==> config.mk <==
export PLATFORM = sky130hd
export DESIGN_NAME = ers_status_top
export DESIGN_NICKNAME = d
export VERILOG_FILES = /design/src/shared/ers_pkg.sv /design/src/core/ers_ce_counter.sv /design/src/core/ers_status_top.sv
export SDC_FILE = /design/constraint.sdc
export NUM_CORES = 1
export LEC_CHECK = 0
export BUFFER_PORTS_ARGS = -buffer_cell sky130_fd_sc_hd__buf_2
export CORE_ASPECT_RATIO = 0.75
export CORE_MARGIN = 3
export CORE_UTILIZATION = 45
export CTS_CLUSTER_SIZE = 28
export DETAILED_ROUTE_END_ITERATION = 10
export PLACE_DENSITY = 0.81
export SYNTH_ARGS = -nofsm -noshare
export SYNTH_HDL_FRONTEND = slang
export SYNTH_SLANG_ARGS = --single-unit
==> constraint.sdc <==
create_clock -name i_clk -period 6.3 [get_ports i_clk]
set_clock_uncertainty 0.2 [all_clocks]
set_input_delay 0.315 -clock i_clk [delete_from_list [all_inputs] [get_ports i_clk]]
set_output_delay 0.315 -clock i_clk [all_outputs]
set_load 0.01 [all_outputs]
==> src/shared/ers_pkg.sv <==
// Package with offsets, field positions and codes of the error record status block.
package ers_pkg;

	////////////////////////////////////////////////////////////////////////////////////////////
	// Register offsets of the record.
	localparam logic [7:0] ERS_OFF_STATUS = 8'h10;
	localparam logic [7:0] ERS_OFF_MISC0  = 8'h20;
	localparam logic [7:0] ERS_OFF_MISC1  = 8'h28;
	localparam logic [7:0] ERS_OFF_MISC2  = 8'h30;
	localparam logic [7:0] ERS_OFF_MISC3  = 8'h38;

	////////////////////////////////////////////////////////////////////////////////////////////
	// Field positions of the status register.
	localparam int ERS_B_VALID    = 30;
	localparam int ERS_B_UNCORR   = 29;
	localparam int ERS_B_OVF      = 27;
	localparam int ERS_B_MISCV    = 26;
	localparam int ERS_B_CORR_HI  = 25;
	localparam int ERS_B_CORR_LO  = 24;
	localparam int ERS_B_DEFER    = 23;
	localparam int ERS_B_POISON   = 22;
	localparam int ERS_B_CRIT     = 19;
	localparam int ERS_B_EXT_LO   = 8;
	localparam int ERS_B_PRIM_LO  = 0;

	////////////////////////////////////////////////////////////////////////////////////////////
	// Field positions of the first miscellaneous register.
	localparam int ERS_B_OVF_OTHER  = 47;
	localparam int ERS_B_CNT_OTHER  = 40;
	localparam int ERS_B_OVF_REPEAT = 39;
	localparam int ERS_B_CNT_REPEAT = 32;
	localparam int ERS_B_WAY_LO     = 28;
	localparam int ERS_B_INDEX_LO   = 6;
	localparam int ERS_B_LEVEL_LO   = 1;

	////////////////////////////////////////////////////////////////////////////////////////////
	// Widths and codes.
	localparam int ERS_CNT_W   = 7;
	localparam int ERS_INDEX_W = 18;
	localparam int ERS_WAY_W   = 4;
	localparam int ERS_CODE_W  = 8;
	localparam logic [1:0] ERS_CORR_NONE = 2'h0;
	localparam logic [1:0] ERS_CORR_SEEN = 2'h2;
	localparam logic [7:0] ERS_PRIM_NONE   = 8'h00;
	localparam logic [7:0] ERS_PRIM_IMPDEF = 8'h01;
	localparam logic [7:0] ERS_PRIM_ASSOC_CTRL = 8'h07;
	localparam logic [7:0] ERS_PRIM_LAST   = 8'h15;
	localparam logic [7:0] ERS_EXT_TAG_RAM = 8'h00;
	localparam logic [7:0] ERS_EXT_SNOOP_RAM = 8'h02;
	localparam logic [2:0] ERS_LEVEL_THIRD = 3'h2;
	localparam logic [63:0] ERS_ZERO64 = 64'h0;

	// Kind of error offered by the detection logic.
	typedef enum logic [1:0] {
		ERS_KIND_CORRECTED,
		ERS_KIND_DEFERRED,
		ERS_KIND_UNCORRECTED
	} ers_kind_e;

endpackage : ers_pkg

==> src/core/ers_ce_counter.sv <==
// Corrected-error counter with a sticky wrap flag, writable by software.
`timescale 1ns/1ps
`default_nettype none

module ers_ce_counter #(
	parameter int CNT_W = ers_pkg::ERS_CNT_W
) (
	input  wire logic             i_clk,
	input  wire logic             i_rst_b,
	input  wire logic             i_inc,
	input  wire logic             i_wr,
	input  wire logic [CNT_W-1:0] i_wr_cnt,
	input  wire logic             i_wr_ovf,
	output logic      [CNT_W-1:0] o_cnt,
	output logic                  o_ovf,
	output logic                  o_wrap
);

	////////////////////////////////////////////////////////////////////////////////////////////
	// A count wraps when it is all ones and one more error arrives.
	assign o_wrap = i_inc & (&o_cnt);

	// Count one error per cycle; a hardware increment beats a write in the same cycle.
	always_ff @(posedge i_clk) begin
		if (!i_rst_b) begin
			o_cnt <= '0;
		end else if (i_inc) begin
			o_cnt <= o_cnt + CNT_W'(1);
		end else if (i_wr) begin
			o_cnt <= i_wr_cnt;
		end
	end

	// The wrap flag is sticky and a wrap wins over a write that clears it.
	always_ff @(posedge i_clk) begin
		if (!i_rst_b) begin
			o_ovf <= 1'b0;
		end else if (o_wrap) begin
			o_ovf <= 1'b1;
		end else if (i_wr) begin
			o_ovf <= i_wr_ovf;
		end
	end

endmodule : ers_ce_counter

`default_nettype wire

==> src/core/ers_status_top.sv <==
// Error record primary status register with its first miscellaneous syndrome register.
//
// Contract
// - Record-valid bit 30 is set once an error is recorded, zero when empty.
// - Bits 31, 28 and 21:20 read zero and ignore writes.
// - Uncorrected bit 29 set for an error neither corrected nor deferred.
// - Overflow bit 27 set when a counted corrected error wraps the counter.
// - Overflow also set when valid already and a non-corrected error is recorded.
// - Otherwise overflow keeps its value when an error is recorded.
// - Overflow and counter wrap flags may disturb each other on direct writes.
// - Misc-valid bit 26 marks misc register 0; misc 1 to 3 read zero.
// - Corrected field 25:24 reads 00 for none and 10 once corrected.
// - Writing a mixed value to the corrected field may leave any value.
// - Deferred bit 23 set when an error was deferred, not corrected.
// - Poison bit 22 is one for poison, zero for corrupt value, on uncorrected or deferred.
// - Poison bit is meaningless while empty or while neither uncorrected nor deferred.
// - Critical bit 19 set when a critical condition is recorded.
// - All status flags are write-one-to-clear; zeros leave them alone.
// - Type and code fields are meaningless while the record is empty.
// - Extended code 15:8 is 0 tag RAM, 2 snoop RAM, when primary is 7.
// - Primary code 7:0 is the source class; codes above 21 are reserved.
// - Misc-valid qualifies index and way for repeat syndrome matching.
`timescale 1ns/1ps
`default_nettype none

module ers_status_top #(
	parameter int CNT_W   = ers_pkg::ERS_CNT_W,
	parameter int INDEX_W = ers_pkg::ERS_INDEX_W,
	parameter int WAY_W   = ers_pkg::ERS_WAY_W
) (
	input  wire logic                   i_clk,
	input  wire logic                   i_rst_b,
	input  wire logic                   i_reg_wr,
	input  wire logic                   i_reg_rd,
	input  wire logic [7:0]             i_reg_addr,
	input  wire logic [63:0]            i_reg_wdata,
	output logic      [63:0]            o_reg_rdata,
	output logic                        o_reg_rvalid,
	input  wire logic                   i_err_valid,
	input  wire ers_pkg::ers_kind_e     i_err_kind,
	input  wire logic                   i_err_poison,
	input  wire logic                   i_err_critical,
	input  wire logic                   i_err_snoop_ram,
	input  wire logic [7:0]             i_err_code,
	input  wire logic [INDEX_W-1:0]     i_err_index,
	input  wire logic [WAY_W-1:0]       i_err_way,
	output logic                        o_record_valid
);

	////////////////////////////////////////////////////////////////////////////////////////////
	// Status and syndrome state.
	logic                   valid_flag;
	logic                   uncorrected_flag;
	logic                   overflow_flag;
	logic                   misc_valid_flag;
	logic [1:0]             corrected_field;
	logic                   deferred_flag;
	logic                   poison_flag;
	logic                   critical_flag;
	logic [7:0]             extended_error_code;
	logic [7:0]             primary_error_code;
	logic [INDEX_W-1:0]     cache_index_field;
	logic [WAY_W-1:0]       cache_way_field;
	logic [CNT_W-1:0]       repeat_cnt;
	logic [CNT_W-1:0]       other_cnt;
	logic                   repeat_ovf;
	logic                   other_ovf;
	logic                   repeat_wrap;
	logic                   other_wrap;

	// Decoded events and access strobes.
	logic                   wr_status;
	logic                   wr_misc0;
	logic [63:0]            clr;
	logic                   is_corr;
	logic                   is_urgent;
	logic                   load_syn;
	logic                   syn_match;
	logic                   inc_repeat;
	logic                   inc_other;
	logic [7:0]             next_prim;
	logic [7:0]             next_ext;
	logic [63:0]            status_word;
	logic [63:0]            misc0_word;

	////////////////////////////////////////////////////////////////////////////////////////////
	// Tells whether an access address hits a given register offset.
	function automatic logic hits(input logic [7:0] addr, input logic [7:0] off);
		hits = (addr == off);
	endfunction : hits

	// Maps a source code onto a legal one; reserved codes fold to the generic class.
	function automatic logic [7:0] legal_prim(input logic [7:0] code);
		if (code > ers_pkg::ERS_PRIM_LAST) begin
			legal_prim = ers_pkg::ERS_PRIM_IMPDEF;
		end else if (code == ers_pkg::ERS_PRIM_NONE) begin
			legal_prim = ers_pkg::ERS_PRIM_IMPDEF;
		end else begin
			legal_prim = code;
		end
	endfunction : legal_prim

	////////////////////////////////////////////////////////////////////////////////////////////
	// Register write strobes; a status write is a mask of ones to clear.
	assign wr_status = i_reg_wr & hits(i_reg_addr, ers_pkg::ERS_OFF_STATUS);
	assign wr_misc0  = i_reg_wr & hits(i_reg_addr, ers_pkg::ERS_OFF_MISC0);
	assign clr       = wr_status ? i_reg_wdata : ers_pkg::ERS_ZERO64;

	// Classify the incoming error.
	assign is_corr   = i_err_valid & (i_err_kind == ers_pkg::ERS_KIND_CORRECTED);
	assign is_urgent = i_err_valid & (i_err_kind != ers_pkg::ERS_KIND_CORRECTED);

	// Codes the new error would leave in the record.
	assign next_prim = legal_prim(i_err_code);
	assign next_ext  = (next_prim == ers_pkg::ERS_PRIM_ASSOC_CTRL && i_err_snoop_ram) ?
		ers_pkg::ERS_EXT_SNOOP_RAM : ers_pkg::ERS_EXT_TAG_RAM;

	// An empty record takes any syndrome; one holding no uncorrected or deferred error yields to an urgent one.
	assign load_syn = i_err_valid &
		(!valid_flag | (is_urgent & !uncorrected_flag & !deferred_flag));

	// The repeat syndrome matches only where misc-valid vouches for index and way.
	assign syn_match = misc_valid_flag &
		(extended_error_code == next_ext) &
		(primary_error_code == next_prim) &
		(cache_index_field == i_err_index) &
		(cache_way_field == i_err_way);

	// A corrected error counts as a repeat when it starts the record or matches it.
	assign inc_repeat = is_corr & (!valid_flag | syn_match);
	assign inc_other  = is_corr & !inc_repeat;

	////////////////////////////////////////////////////////////////////////////////////////////
	// Record valid: set by any recorded error, cleared by a one; the set wins.
	always_ff @(posedge i_clk) begin
		if (!i_rst_b) begin
			valid_flag <= 1'b0;
		end else if (i_err_valid) begin
			valid_flag <= 1'b1;
		end else if (clr[ers_pkg::ERS_B_VALID]) begin
			valid_flag <= 1'b0;
		end
	end

	// Uncorrected flag follows errors that were neither corrected nor deferred.
	always_ff @(posedge i_clk) begin
		if (!i_rst_b) begin
			uncorrected_flag <= 1'b0;
		end else if (i_err_valid && i_err_kind == ers_pkg::ERS_KIND_UNCORRECTED) begin
			uncorrected_flag <= 1'b1;
		end else if (clr[ers_pkg::ERS_B_UNCORR]) begin
			uncorrected_flag <= 1'b0;
		end
	end

	// Deferred flag follows errors that were deferred instead of corrected.
	always_ff @(posedge i_clk) begin
		if (!i_rst_b) begin
			deferred_flag <= 1'b0;
		end else if (i_err_valid && i_err_kind == ers_pkg::ERS_KIND_DEFERRED) begin
			deferred_flag <= 1'b1;
		end else if (clr[ers_pkg::ERS_B_DEFER]) begin
			deferred_flag <= 1'b0;
		end
	end

	// Overflow: a counter wrap or an urgent error on an already valid record sets it, else only a written one clears it.
	always_ff @(posedge i_clk) begin
		if (!i_rst_b) begin
			overflow_flag <= 1'b0;
		end else if (repeat_wrap || other_wrap) begin
			overflow_flag <= 1'b1;
		end else if (is_urgent && valid_flag) begin
			overflow_flag <= 1'b1;
		end else if (clr[ers_pkg::ERS_B_OVF]) begin
			overflow_flag <= 1'b0;
		end
	end

	// Corrected field reads 10 once a corrected error is seen; any one written clears it.
	always_ff @(posedge i_clk) begin
		if (!i_rst_b) begin
			corrected_field <= ers_pkg::ERS_CORR_NONE;
		end else if (is_corr) begin
			corrected_field <= ers_pkg::ERS_CORR_SEEN;
		end else if (|clr[ers_pkg::ERS_B_CORR_HI:ers_pkg::ERS_B_CORR_LO]) begin
			corrected_field <= ers_pkg::ERS_CORR_NONE;
		end
	end

	// Poison takes the cause of the urgent error whose syndrome is kept.
	always_ff @(posedge i_clk) begin
		if (!i_rst_b) begin
			poison_flag <= 1'b0;
		end else if (load_syn && is_urgent) begin
			poison_flag <= i_err_poison;
		end else if (clr[ers_pkg::ERS_B_POISON]) begin
			poison_flag <= 1'b0;
		end
	end

	// Critical flag is sticky until software writes a one.
	always_ff @(posedge i_clk) begin
		if (!i_rst_b) begin
			critical_flag <= 1'b0;
		end else if (i_err_valid && i_err_critical) begin
			critical_flag <= 1'b1;
		end else if (clr[ers_pkg::ERS_B_CRIT]) begin
			critical_flag <= 1'b0;
		end
	end

	// Misc-valid marks that index and way in misc register 0 belong to the record.
	always_ff @(posedge i_clk) begin
		if (!i_rst_b) begin
			misc_valid_flag <= 1'b0;
		end else if (load_syn) begin
			misc_valid_flag <= 1'b1;
		end else if (clr[ers_pkg::ERS_B_MISCV]) begin
			misc_valid_flag <= 1'b0;
		end
	end

	////////////////////////////////////////////////////////////////////////////////////////////
	// Syndrome capture; codes keep their last value after a clear.
	always_ff @(posedge i_clk) begin
		if (!i_rst_b) begin
			primary_error_code  <= ers_pkg::ERS_PRIM_NONE;
			extended_error_code <= ers_pkg::ERS_EXT_TAG_RAM;
		end else if (load_syn) begin
			primary_error_code  <= next_prim;
			extended_error_code <= next_ext;
		end
	end

	// Location of the kept error; software may also write it.
	always_ff @(posedge i_clk) begin
		if (!i_rst_b) begin
			cache_index_field <= '0;
			cache_way_field   <= '0;
		end else if (load_syn) begin
			cache_index_field <= i_err_index;
			cache_way_field   <= i_err_way;
		end else if (wr_misc0) begin
			cache_index_field <= i_reg_wdata[ers_pkg::ERS_B_INDEX_LO +: INDEX_W];
			cache_way_field   <= i_reg_wdata[ers_pkg::ERS_B_WAY_LO +: WAY_W];
		end
	end

	////////////////////////////////////////////////////////////////////////////////////////////
	// Repeat and other corrected-error counters; at most one count per cycle.
	ers_ce_counter #(
		.CNT_W (CNT_W)
	) u_repeat_cnt (
		.i_clk    (i_clk),
		.i_rst_b  (i_rst_b),
		.i_inc    (inc_repeat),
		.i_wr     (wr_misc0),
		.i_wr_cnt (i_reg_wdata[ers_pkg::ERS_B_CNT_REPEAT +: CNT_W]),
		.i_wr_ovf (i_reg_wdata[ers_pkg::ERS_B_OVF_REPEAT]),
		.o_cnt    (repeat_cnt),
		.o_ovf    (repeat_ovf),
		.o_wrap   (repeat_wrap)
	);

	ers_ce_counter #(
		.CNT_W (CNT_W)
	) u_other_cnt (
		.i_clk    (i_clk),
		.i_rst_b  (i_rst_b),
		.i_inc    (inc_other),
		.i_wr     (wr_misc0),
		.i_wr_cnt (i_reg_wdata[ers_pkg::ERS_B_CNT_OTHER +: CNT_W]),
		.i_wr_ovf (i_reg_wdata[ers_pkg::ERS_B_OVF_OTHER]),
		.o_cnt    (other_cnt),
		.o_ovf    (other_ovf),
		.o_wrap   (other_wrap)
	);

	////////////////////////////////////////////////////////////////////////////////////////////
	// Assemble the read views; unimplemented bits stay zero.
	always_comb begin
		status_word = ers_pkg::ERS_ZERO64;
		status_word[ers_pkg::ERS_B_VALID]  = valid_flag;
		status_word[ers_pkg::ERS_B_UNCORR] = uncorrected_flag;
		status_word[ers_pkg::ERS_B_OVF]    = overflow_flag;
		status_word[ers_pkg::ERS_B_MISCV]  = misc_valid_flag;
		status_word[ers_pkg::ERS_B_CORR_HI:ers_pkg::ERS_B_CORR_LO] = corrected_field;
		status_word[ers_pkg::ERS_B_DEFER]  = deferred_flag;
		status_word[ers_pkg::ERS_B_POISON] = poison_flag;
		status_word[ers_pkg::ERS_B_CRIT]   = critical_flag;
		status_word[ers_pkg::ERS_B_EXT_LO +: ers_pkg::ERS_CODE_W]  = extended_error_code;
		status_word[ers_pkg::ERS_B_PRIM_LO +: ers_pkg::ERS_CODE_W] = primary_error_code;
	end

	// Misc register 0 holds counters, wrap flags, location and fixed level.
	always_comb begin
		misc0_word = ers_pkg::ERS_ZERO64;
		misc0_word[ers_pkg::ERS_B_OVF_OTHER]  = other_ovf;
		misc0_word[ers_pkg::ERS_B_CNT_OTHER +: CNT_W]  = other_cnt;
		misc0_word[ers_pkg::ERS_B_OVF_REPEAT] = repeat_ovf;
		misc0_word[ers_pkg::ERS_B_CNT_REPEAT +: CNT_W] = repeat_cnt;
		misc0_word[ers_pkg::ERS_B_WAY_LO +: WAY_W]     = cache_way_field;
		misc0_word[ers_pkg::ERS_B_INDEX_LO +: INDEX_W] = cache_index_field;
		misc0_word[ers_pkg::ERS_B_LEVEL_LO +: 3]       = ers_pkg::ERS_LEVEL_THIRD;
	end

	// Registered read answer one cycle after the strobe; misc 1 to 3 and holes read zero.
	always_ff @(posedge i_clk) begin
		if (!i_rst_b) begin
			o_reg_rdata <= ers_pkg::ERS_ZERO64;
		end else if (i_reg_rd) begin
			if (hits(i_reg_addr, ers_pkg::ERS_OFF_STATUS)) begin
				o_reg_rdata <= status_word;
			end else if (hits(i_reg_addr, ers_pkg::ERS_OFF_MISC0)) begin
				o_reg_rdata <= misc0_word;
			end else begin
				o_reg_rdata <= ers_pkg::ERS_ZERO64;
			end
		end
	end

	// Read strobe echoed as a one-cycle answer marker.
	always_ff @(posedge i_clk) begin
		if (!i_rst_b) begin
			o_reg_rvalid <= 1'b0;
		end else begin
			o_reg_rvalid <= i_reg_rd;
		end
	end

	// Level view of the record-valid flag for the surrounding logic.
	assign o_record_valid = valid_flag;

endmodule : ers_status_top

`default_nettype wire

==> impl_metrics.toml, run 1 <==
[status]
outcome = "completed"

[cts]
post_cts_buffers = 0
cts_tree = "done"
cts_buffers = 9
path_clk_slew_ns = 0.07
clk-insertion-delay-late_ns = 0.34
cts.sinks = 103
cts_buffer_depth = 2
root_buffer = "clkbuf_16"
post_cts_resized = 0
htree_levels = 3
cts_hold_buf = 0

[yosys]
synthTopCellsByArea = "dfxtp_1, nand3_1, nand2_1"
synth-xor-area-share_pct = 4.39
synth_compound_area_share_pct = 18.8
synth_edf_count = 0
yosys.area_share.adder_pct = 0.502
ys_ff_latch = 103
synth_top_family_by_area = "simple AND/OR/NAND/NOR gates"
syn_area_per_cell_um2 = 8.09
yosys.area_share.simple_pct = 28.0
netlist_top_cells_count = "dfxtp_1, nand2_1, nand3_1, nor2_1, a21oi_1"
syn_area_mm2 = 0.00499
synthCells = 617
yosys.area.top_type = "dfxtp_1"
synth_cell_type_count = 46
ys_seq_area_share_pct = 41.3
muxShareOfSynthArea_pct = 0
ys_dominant_reg_cell = "dfxtp_1"
yosys_warnings = 0
synth_most_common_cell = "dfxtp_1"
async_flop_share_pct = 0
synth_top_area_share_pct = 41.3

[global_route]
grt_overflow = 0
grt_max_degree = 96
track_usage_pct = 22.0
grt_antenna_before_repair = 0
grt_pass1_wl_mm = 22.6
grt_pass1_vias = 4486

[setup_path]
cp_max_fo = 18
start_kind = "flop"
setup.worst_path.end_class = "flop"
reg2reg_slack_ns = 3.38
critPathKind = "reg -> reg"
crit_required_ns = 6.28
crit_arrival_ns = 2.90

[die]
die_x_um = 128
dieArea_mm2 = 0.0124
die_h_um = 97.2
start_util_pct = 47.4
io_pins = 178
core_area_mm2 = 0.0105
rows = 32

[sta]
fin_crit_ns = 2.92
drv_slew = 0
slew_headroom_pct = 16.7
rsz0062_at_grt = "no"
tightest_slew_ns = 1.25
fmax_mhz = 342
timing.final.ws_setup_ns = 3.38
setup_violations = 0
setup_tns_ns = 0
period_share_pct = 46.4
finalHoldViolCount = 0

[placement]
dp_slack_ns = 3.15
hpwl_mm = 9.85
portBuffers = 138
place.gp.congestion = 0.880
placed_cells = 845

[drt]
dr.first_iter.drc_count = 398
vias_per_cell = 5.65
vias = 4861
drt_first_pass_iters = 5
routed_wirelength_mm = 14.3
wl_per_cell_um = 16.6
ant_nets = 0
drc_errors = 0

[layout]
drive_gt1_share_pct = 22.9
syn2layout_area_growth_pct = 19.4
final_nets = 834
instances_no_fill = 861
nFillCells = 975

[run]
drv_cap = 0

[power_and_ir_drop]
leakage_nw = 2.42
peakVddDrop_mv = 0.175
seqPwrFrac_pct = 47.8
power.switching_mw = 0.338
pwr-share-comb_pct = 9.6
sw_frac_of_total_pct = 23.4
cellInternalPower_mw = 1.11
p_clk_share_pct = 42.6
powerDensity_mw_per_mm2 = 242

[hold_path]
hold_path_class = "in -> reg"
[through the flow]
| stage | instance area (µm²) | utilization [%] | total power, mW | hold WS, ns |
|---|---|---|---|---|
| floorplan | 5050 | - | 0.791 | 0.237 |
| global placement | 5620 | 53.4 | 0.837 | 0.252 |
| detailed placement | 5620 | 53.4 | 0.841 | 0.251 |
| CTS | 5950 | 56.5 | 1.45 | 0.00491 |
| global route | 5950 | 56.5 | 1.50 | 0.0291 |
| finish | 5960 | 56.6 | 1.44 | 0.00887 |
[worst max-delay path, cell delays in order (launching register included)]
cell and delay, ns:
dfxtp_1 0.34, xor2_1 0.17, nor4_1 0.38, nand4_1 0.23, or4_1 0.54, o22ai_2 0.54, nand4b_1 0.20, o311ai_0 0.16
[power groups by stage]
stage / clock [mW] / sequential (mW) / combinational [mW]
floorplan: 0 / 0.700 / 0.0905
global placement: 0 / 0.703 / 0.134
detailed placement: 0 / 0.704 / 0.138
CTS: 0.624 / 0.689 / 0.138
global route: 0.651 / 0.692 / 0.154
finish: 0.614 / 0.690 / 0.139
[placed cells by master, fill, tap and decap left out, types with 9 or more instances in the layout]
master,synthesis,layout
a311oi_1,22,22
nor4_1,9,9
nand4b_1,9,9
clkbuf_16,0,9
a211oi_1,14,14
and3_1,11,11
nand2b_1,38,38
a22oi_1,14,14
a21oi_1,49,49
xor2_1,22,22
a21o_1,9,9
nor2_1,53,53
dfxtp_1,103,103
conb_1,1,17
nand3_1,61,61
o21ai_0,9,9
buf_2,5,138
nand2_1,72,71
[worst paths after layout]
| check | depth (start not counted) | end | from |
|---|---|---|---|
| setup reg to reg | 7 | u_repeat_cnt.o_cnt[4] | cache_index_field[5] |
| setup / recovery | 7 | u_repeat_cnt.o_cnt[4] | cache_index_field[5] |
| hold reg to reg | 2 | corrected_field[1] | corrected_field[1] |
| hold / removal | 3 | poison_flag | i_err_poison |
[state kept, by name, summed over array words and instances (netlist names)]
| register | flops |
|---|---|
| cache_index_field | 18 |
| cache_way_field | 4 |
| corrected_field | 1 |
| critical_flag | 1 |
| deferred_flag | 1 |
| extended_error_code | 1 |
| misc_valid_flag | 1 |
| o_record_valid | 1 |
| o_reg_rdata | 47 |
| o_reg_rvalid | 1 |
| overflow_flag | 1 |
| poison_flag | 1 |
| primary_error_code | 8 |
| u_other_cnt.o_cnt | 7 |
| u_other_cnt.o_ovf | 1 |
| u_repeat_cnt.o_cnt | 7 |
| u_repeat_cnt.o_ovf | 1 |
| uncorrected_flag | 1 |
[cells by family (layout without fill, tap and decap cells)]
family          count (synthesis)  after routing
flops                         103            103
simple gates                  279            279
xor+xnor                       25             25
other cells                     1             18
fa+ha+maj                       2              2
compound gates                138            138
buf+inv                        69            160
[routing by layer]
metal / up-vias / GRT usage [%] / part of all wire [%]
li1: 2373 / - / -
met1: 2291 / 31.1 / 45
met2: 181 / 32.7 / 44
met3: 16 / 6.54 / 9.1
met4: 0 / 5.46 / 1.1
met5: - / 0 / 0
[area by class of cell]
cell class / instances / area [µm²] / area share (%)
Inverter: 2 / 7.51 / 0.126
Timing Repair Buffer: 143 / 728 / 12.2
Sequential cell: 103 / 2060 / 34.6
Multi-Input combinational cell: 461 / 2660 / 44.6
Antenna cell: 1 / 2.50 / 0.0420
Tap cell: 136 / 170 / 2.86
Clock buffer: 12 / 267 / 4.47
Clock inverter: 3 / 65.1 / 1.09
No activity file was read; power rests on OpenSTA's default activity.
==> inputs of run 2 (changes only) <==
Settings changed: ABC_AREA set to 1, PLACE_DENSITY 0.81 to 0.84.
Clock period 6.3 ns to 2.4 ns, I/O delays scaled along.
==> run 2 against run 1 <==
Flip-flop and latch count did not move. Hold slack got worse by 0.0050 ns. Total power rose to 2.8 times the previous value. Via count rose by 20%. Largest power group unchanged.
==> impl_metrics.toml, run 2 <==
[status]
outcome = "completed"

[die]
core_area_mm2 = 0.0111
io_pins = 178
dieArea_mm2 = 0.0130
rows = 33
die_h_um = 99.5
start_util_pct = 47.1
die_x_um = 131

[yosys]
yosys.area_share.adder_pct = 0.477
yosys_warnings = 0
synthCells = 770
synth_cell_type_count = 33
synth_top_family_by_area = "simple AND/OR/NAND/NOR gates"
yosys.area.top_type = "dfxtp_1"
synthTopCellsByArea = "dfxtp_1, nand2_1, inv_1"
yosys.area_share.simple_pct = 27.4
syn_area_per_cell_um2 = 6.82
synth_top_area_share_pct = 39.3
synth-xor-area-share_pct = 1.84
ys_seq_area_share_pct = 39.3
async_flop_share_pct = 0
ys_ff_latch = 103
muxShareOfSynthArea_pct = 0
synth_edf_count = 0
netlist_top_cells_count = "nand2_1, dfxtp_1, inv_1, o21ai_0, nand3_1"
syn_area_mm2 = 0.00525
ys_dominant_reg_cell = "dfxtp_1"
synth_most_common_cell = "nand2_1"
synth_compound_area_share_pct = 18.4

[layout]
final_nets = 1086
stdcell_area_mm2 = 0.00723
largest_reg_flops = 47
antenna_cells = 0
drive_gt1_share_pct = 21.6
layout_common_cells = "nand2_1, buf_2, dfxtp_1"
layout_top_registers = "o_reg_rdata x47, cache_index_field x18, primary_error_code x8"
seqCellArea_mm2 = 0.00207
nFillCells = 955
final_common_cell = "nand2_1"
multi_input_area_mm2 = 0.00271
max_flop_register = "o_reg_rdata"
syn2layout_area_growth_pct = 37.7
instances_no_fill = 1116

[setup_path]
startpoint = "i_err_index[11]"
cp_max_fo = 7
crit_slowest_cell = "dlygate4sd3_1"
crit_required_ns = 2.48
r2r_start = "cache_index_field[0]"
cpPeakStageDelay_ns = 0.54
reg2reg_slack_ns = 0.11
rr_endpoint = "u_other_cnt.o_cnt[6]"
crit_arrival_ns = 2.41
cp_common_cell = "nand2_1"
crit_end = "u_other_cnt.o_cnt[6]"
start_kind = "primary input"
rr_worst_depth = 16
setup.worst_path.end_class = "flop"
crit_chain = "dlygate4sd3_1 -> buf_2 -> nand2_1 -> nand2_1 -> nor2_1 -> nand2_1 -> nor2_1 -> nand2_1 -> nor2_4 -> nand3_2 -> nor2_4 -> nand2_4 -> buf_6 -> buf_4 -> nand4_1 -> nand2_1 -> a21oi_1"
critPathKind = "in -> reg"

[drt]
vias = 5854
vias_per_cell = 5.25
drc_errors = 0
wl_per_cell_um = 15.0
routed_wirelength_mm = 16.8
dr.first_iter.drc_count = 494
drt_first_pass_iters = 7
ant_nets = 0

[power_and_ir_drop]
powerDensity_mw_per_mm2 = 550
sw_frac_of_total_pct = 27.3
p_total_mw = 3.98
cellInternalPower_mw = 2.89
pwr-share-comb_pct = 17.0
p_clk_share_pct = 36.5
power.switching_mw = 1.09
leakage_nw = 3.26
peakVddDrop_mv = 0.373
seqPwrFrac_pct = 46.5

[placement]
place.gp.congestion = 0.876
placed_cells = 1019
portBuffers = 138
place_area_mm2 = 0.00598
hpwl_mm = 10.7
dp_slack_ns = 0.103

[cts]
cts.sinks = 103
cts_buffer_depth = 2
path_clk_slew_ns = 0.07
cts_buffers = 9
clk-insertion-delay-late_ns = 0.35
root_buffer = "clkbuf_16"
htree_levels = 3
cts_tree = "done"

[run]
drv_cap = 0

[sta]
tightest_slew_ns = 0.905
fin_crit_ns = 2.33
timing.final.ws_setup_ns = 0.0694
slew_headroom_pct = 39.6
period_share_pct = 97.1
setup_violations = 0
finalHoldViolCount = 0
drv_slew = 0
fmax_mhz = 429

[hold_path]
hold_path.startpoint = "i_rst_b"
hold_path_class = "in -> reg"

[global_route]
track_usage_pct = 25.3
grt_overflow = 0
grt_antenna_before_repair = 0
grt_pass1_vias = 5486
grt_max_degree = 53
grt_pass1_wl_mm = 26.3
[run 2: cell types whose count changed in the layout (fill, tap and decap cells not counted), moves of 12 or more]
cell / previous run / this run
nand2_1: 71 / 192
nand3_1: 61 / 47
inv_1: 1 / 93
buf_4: 5 / 20
xor2_1: 22 / 8
a22oi_1: 14 / 0
a31oi_1: 5 / 17
a311oi_1: 22 / 0
nor2_1: 53 / 38
dlygate4sd3_1: 0 / 76
o21ai_0: 9 / 67
nand2b_1: 38 / 0
[run 2: timing repair]
action / 4_1_cts / 5_1_grt
hold buffers: 77 / 0
hold endpoints to repair: 50 / 0
resized for setup: 0 / 39
setup endpoints to repair: 0 / 21
setup buffers: 0 / 8
[run 2: power by group through the flow]
stage	combinational [mW]	sequential (mW)	clock, mW
after detailed placement	0.525	1.88	0
after global placement	0.518	1.88	0
after global routing	0.748	1.86	1.54
final	0.675	1.85	1.45
after floorplan	0.326	1.89	0
after CTS	0.626	1.84	1.48
[run 2: cell families (layout without fill, tap and decap cells)]
kind of cell	Yosys count	count (layout)
AOI/OAI and AO/OA	167	167
xor gates and xnor gates	11	11
adders and majority gates	2	2
buffers and inverters	154	344
DFF	103	103
other	1	17
and+or+nand+nor	332	332
[run 2: layer usage]
| layer | routed length (µm) | global-route usage [%] |
|---|---|---|
| met4 | 295 | 7.83 |
| met1 | 7330 | 33.8 |
| met5 | 0 | 0 |
| met2 | 7640 | 40.2 |
| met3 | 1510 | 6.33 |
[run 2: worst min path at each step]
stage                            end  slack (ns)  cells after the start
floorplan              critical_flag        0.06                      2
finish               o_reg_rdata[36]       0.004                      3
detailed placement  uncorrected_flag        0.20                      3
global route         o_reg_rdata[36]        0.03                      3
CTS                  o_reg_rdata[16]       0.002                      3
global placement    uncorrected_flag        0.20                      3
[run 2: area by class of cell]
type	count	share of cell area, %
clock buffer	10	3.17
clock inverter	5	0.813
inverter	96	4.98
multi-input combinational	529	37.5
sequential	103	28.6
tap	140	2.42
timing repair buffer	233	22.6
[run 2: critical path, delay by kind of cell]
kind	cells	cell delay, ns
simple gates	12	1.16
buf+inv	4	0.97
compound gates	1	0.14
[run 2: through the flow]
stage	TNS (ns)	hold WS, ns	util, %
2_1_floorplan	0	0.0605	-
3_3_place_gp	0	0.199	53.6
3_5_place_dp	0	0.203	53.6
4_1_cts	0	0.00160	63.1
5_1_grt	-0.165	0.0256	64.8
6_report	0	0.00389	64.8
==> inputs of run 3 (changes only) <==
Settings changed: GPL_TIMING_DRIVEN set to 0.
==> run 3 against run 2 <==
The run now ends with setup timing left. Hold slack improved by 0.034 ns. Fmax decreased by 3.5%. Die area unchanged. Cell count increased by 4.0%. Sequential share of layout area decreased by 1.1 points. Via count increased by 7.9%. Core utilization increased by 2.5 points. Wire length increased by 12%. Highest routed layer unchanged.
==> impl_metrics.toml, run 3 (synthesis results as in run 2) <==
[sta]
tightest_slew_ns = 0.797
setup_violations = 1
finalHoldViolCount = 0
fmax_mhz = 414
slew_headroom_pct = 46.9
rsz0062_at_grt = "yes"
period_share_pct = 101
timing.final.ws_setup_ns = -0.0164
fin_crit_ns = 2.42
drv_slew = 0

[placement]
dp_slack_ns = -0.00492
place.gp.congestion = 0.893
hpwl_mm = 12.6
portBuffers = 137

[setup_path]
crit_arrival_ns = 2.46
cpPeakStageDelay_ns = 0.58
cp_max_fo = 5
crit_chain = "buf_2 -> nor4_2 -> nand2_1 -> nor2_1 -> inv_1 -> o21ai_0 -> a21oi_1 -> dlygate4sd3_1"
start_kind = "primary input"
crit_required_ns = 2.44
crit_slowest_cell = "dlygate4sd3_1"
path_delay_family = "simple AND/OR/NAND/NOR gates"
critPathKind = "in -> reg"
reg2reg_slack_ns = 0.09
path_buf_inv = 3
setup.worst_path.end_class = "flop"

[cts]
htree_levels = 3
cts_tree = "done"
root_buffer = "clkbuf_16"
cts.sinks = 103
cts_buffer_depth = 2
clk-insertion-delay-late_ns = 0.35
path_clk_slew_ns = 0.07
cts_buffers = 9

[layout]
layout_top_registers = "o_reg_rdata x47, cache_index_field x18, primary_error_code x8"
max_flop_register = "o_reg_rdata"
largest_reg_flops = 47
final_common_cell = "nand2_1"
syn2layout_area_growth_pct = 42.9
layout_common_cells = "nand2_1, buf_2, dfxtp_1"
final_nets = 1131
drive_gt1_share_pct = 21.8
post-route-util_pct = 67.3
antenna_cells = 0

[run]
drv_cap = 0

[drt]
routed_wirelength_mm = 18.8
vias_per_cell = 5.44
ant_nets = 0
vias = 6314
drc_errors = 0
dr.first_iter.drc_count = 682
wl_per_cell_um = 16.2
drt_first_pass_iters = 6

[power_and_ir_drop]
powerDensity_mw_per_mm2 = 556
peakVddDrop_mv = 0.493
leakage_nw = 3.38

[die]
start_util_pct = 47.1
dieArea_mm2 = 0.0130
io_pins = 178
die_h_um = 99.5
rows = 33
die_x_um = 131
core_area_mm2 = 0.0111

[status]
outcome = "complete, but fails checks"
violations = "setup timing"

[hold_path]
hold_path_class = "in -> reg"

[global_route]
grt_overflow = 0
track_usage_pct = 27.4
grt_max_degree = 18
grt_pass1_wl_mm = 28.3
grt_antenna_before_repair = 0
grt_pass1_vias = 5791
run 3: cell types whose count changed in the layout (fill, tap and decap cells not counted), sizes merged:
cell and change:
clkbuf +37, buf +4, dlygate4sd3 +2, bufinv +1, clkinvlp -1, dlymetal6s4s +1, inv +1
run 3: routing by layer:
metal | up-vias | wire length (µm) | GRT usage, %
li1 | 2984 | - | -
met1 | 2841 | 7690 | 36.4
met2 | 421 | 8360 | 42.6
met3 | 68 | 2090 | 6.98
met4 | 0 | 688 | 11.2
met5 | - | 0 | 0
run 3: through the flow:
step           instance area [µm²]  cells  hold slack, ns  power [mW]  setup TNS (ns)
2_1_floorplan                 5310    786          0.0605        2.22               0
3_3_place_gp                  6170   1063           0.200        2.44               0
3_5_place_dp                  6170   1063           0.202        2.45        -0.00492
4_1_cts                       7290   1158         0.00340        4.11               0
5_1_grt                       7500   1161          0.0434        4.31          -0.470
6_report                      7500   1161          0.0380        4.17         -0.0164
run 3: layout make-up:
| class | count | area, µm² |
|---|---|---|
| well taps | 140 | 175 |
| plain buffers | 58 | 300 |
| clock buffers | 9 | 225 |
| multi-input cells | 529 | 2730 |
| fillers | 883 | 3640 |
| flip-flops and latches | 103 | 2060 |
| inverters | 96 | 360 |
| clock inverters | 6 | 92.6 |
| repair buffers | 220 | 1560 |
run 3: repair_timing:
item	CTS	global route
setup buffers	0	8
hold buffers	80	0
hold endpoints to repair	53	0
resized for setup	0	48
endpoints found under the setup margin	0	16
run 3: path summary, 6_finish.rpt:
kind	cells after the start	to	startpoint
worst max-delay path	8	critical_flag	i_reg_addr[1]
worst min-delay path	3	cache_index_field[6]	i_err_index[6]
worst max register to register	16	u_repeat_cnt.o_cnt[4]	cache_way_field[3]
worst min register to register	2	o_reg_rdata[25]	corrected_field[1]
run 3: power breakdown:
part	switching (mW)	internal [mW]
combinational	0.406	0.314
sequential	0.0650	1.79
clock	0.680	0.918
total	1.15	3.02
run 3: worst reg2reg max path, delay by kind of cell, from the launching register on:
kind / cells / cell delay, ns
and+or+nand+nor: 13 / 1.32
DFF: 1 / 0.36
buffers and inverters: 2 / 0.22
AOI/OAI and AO/OA: 1 / 0.06
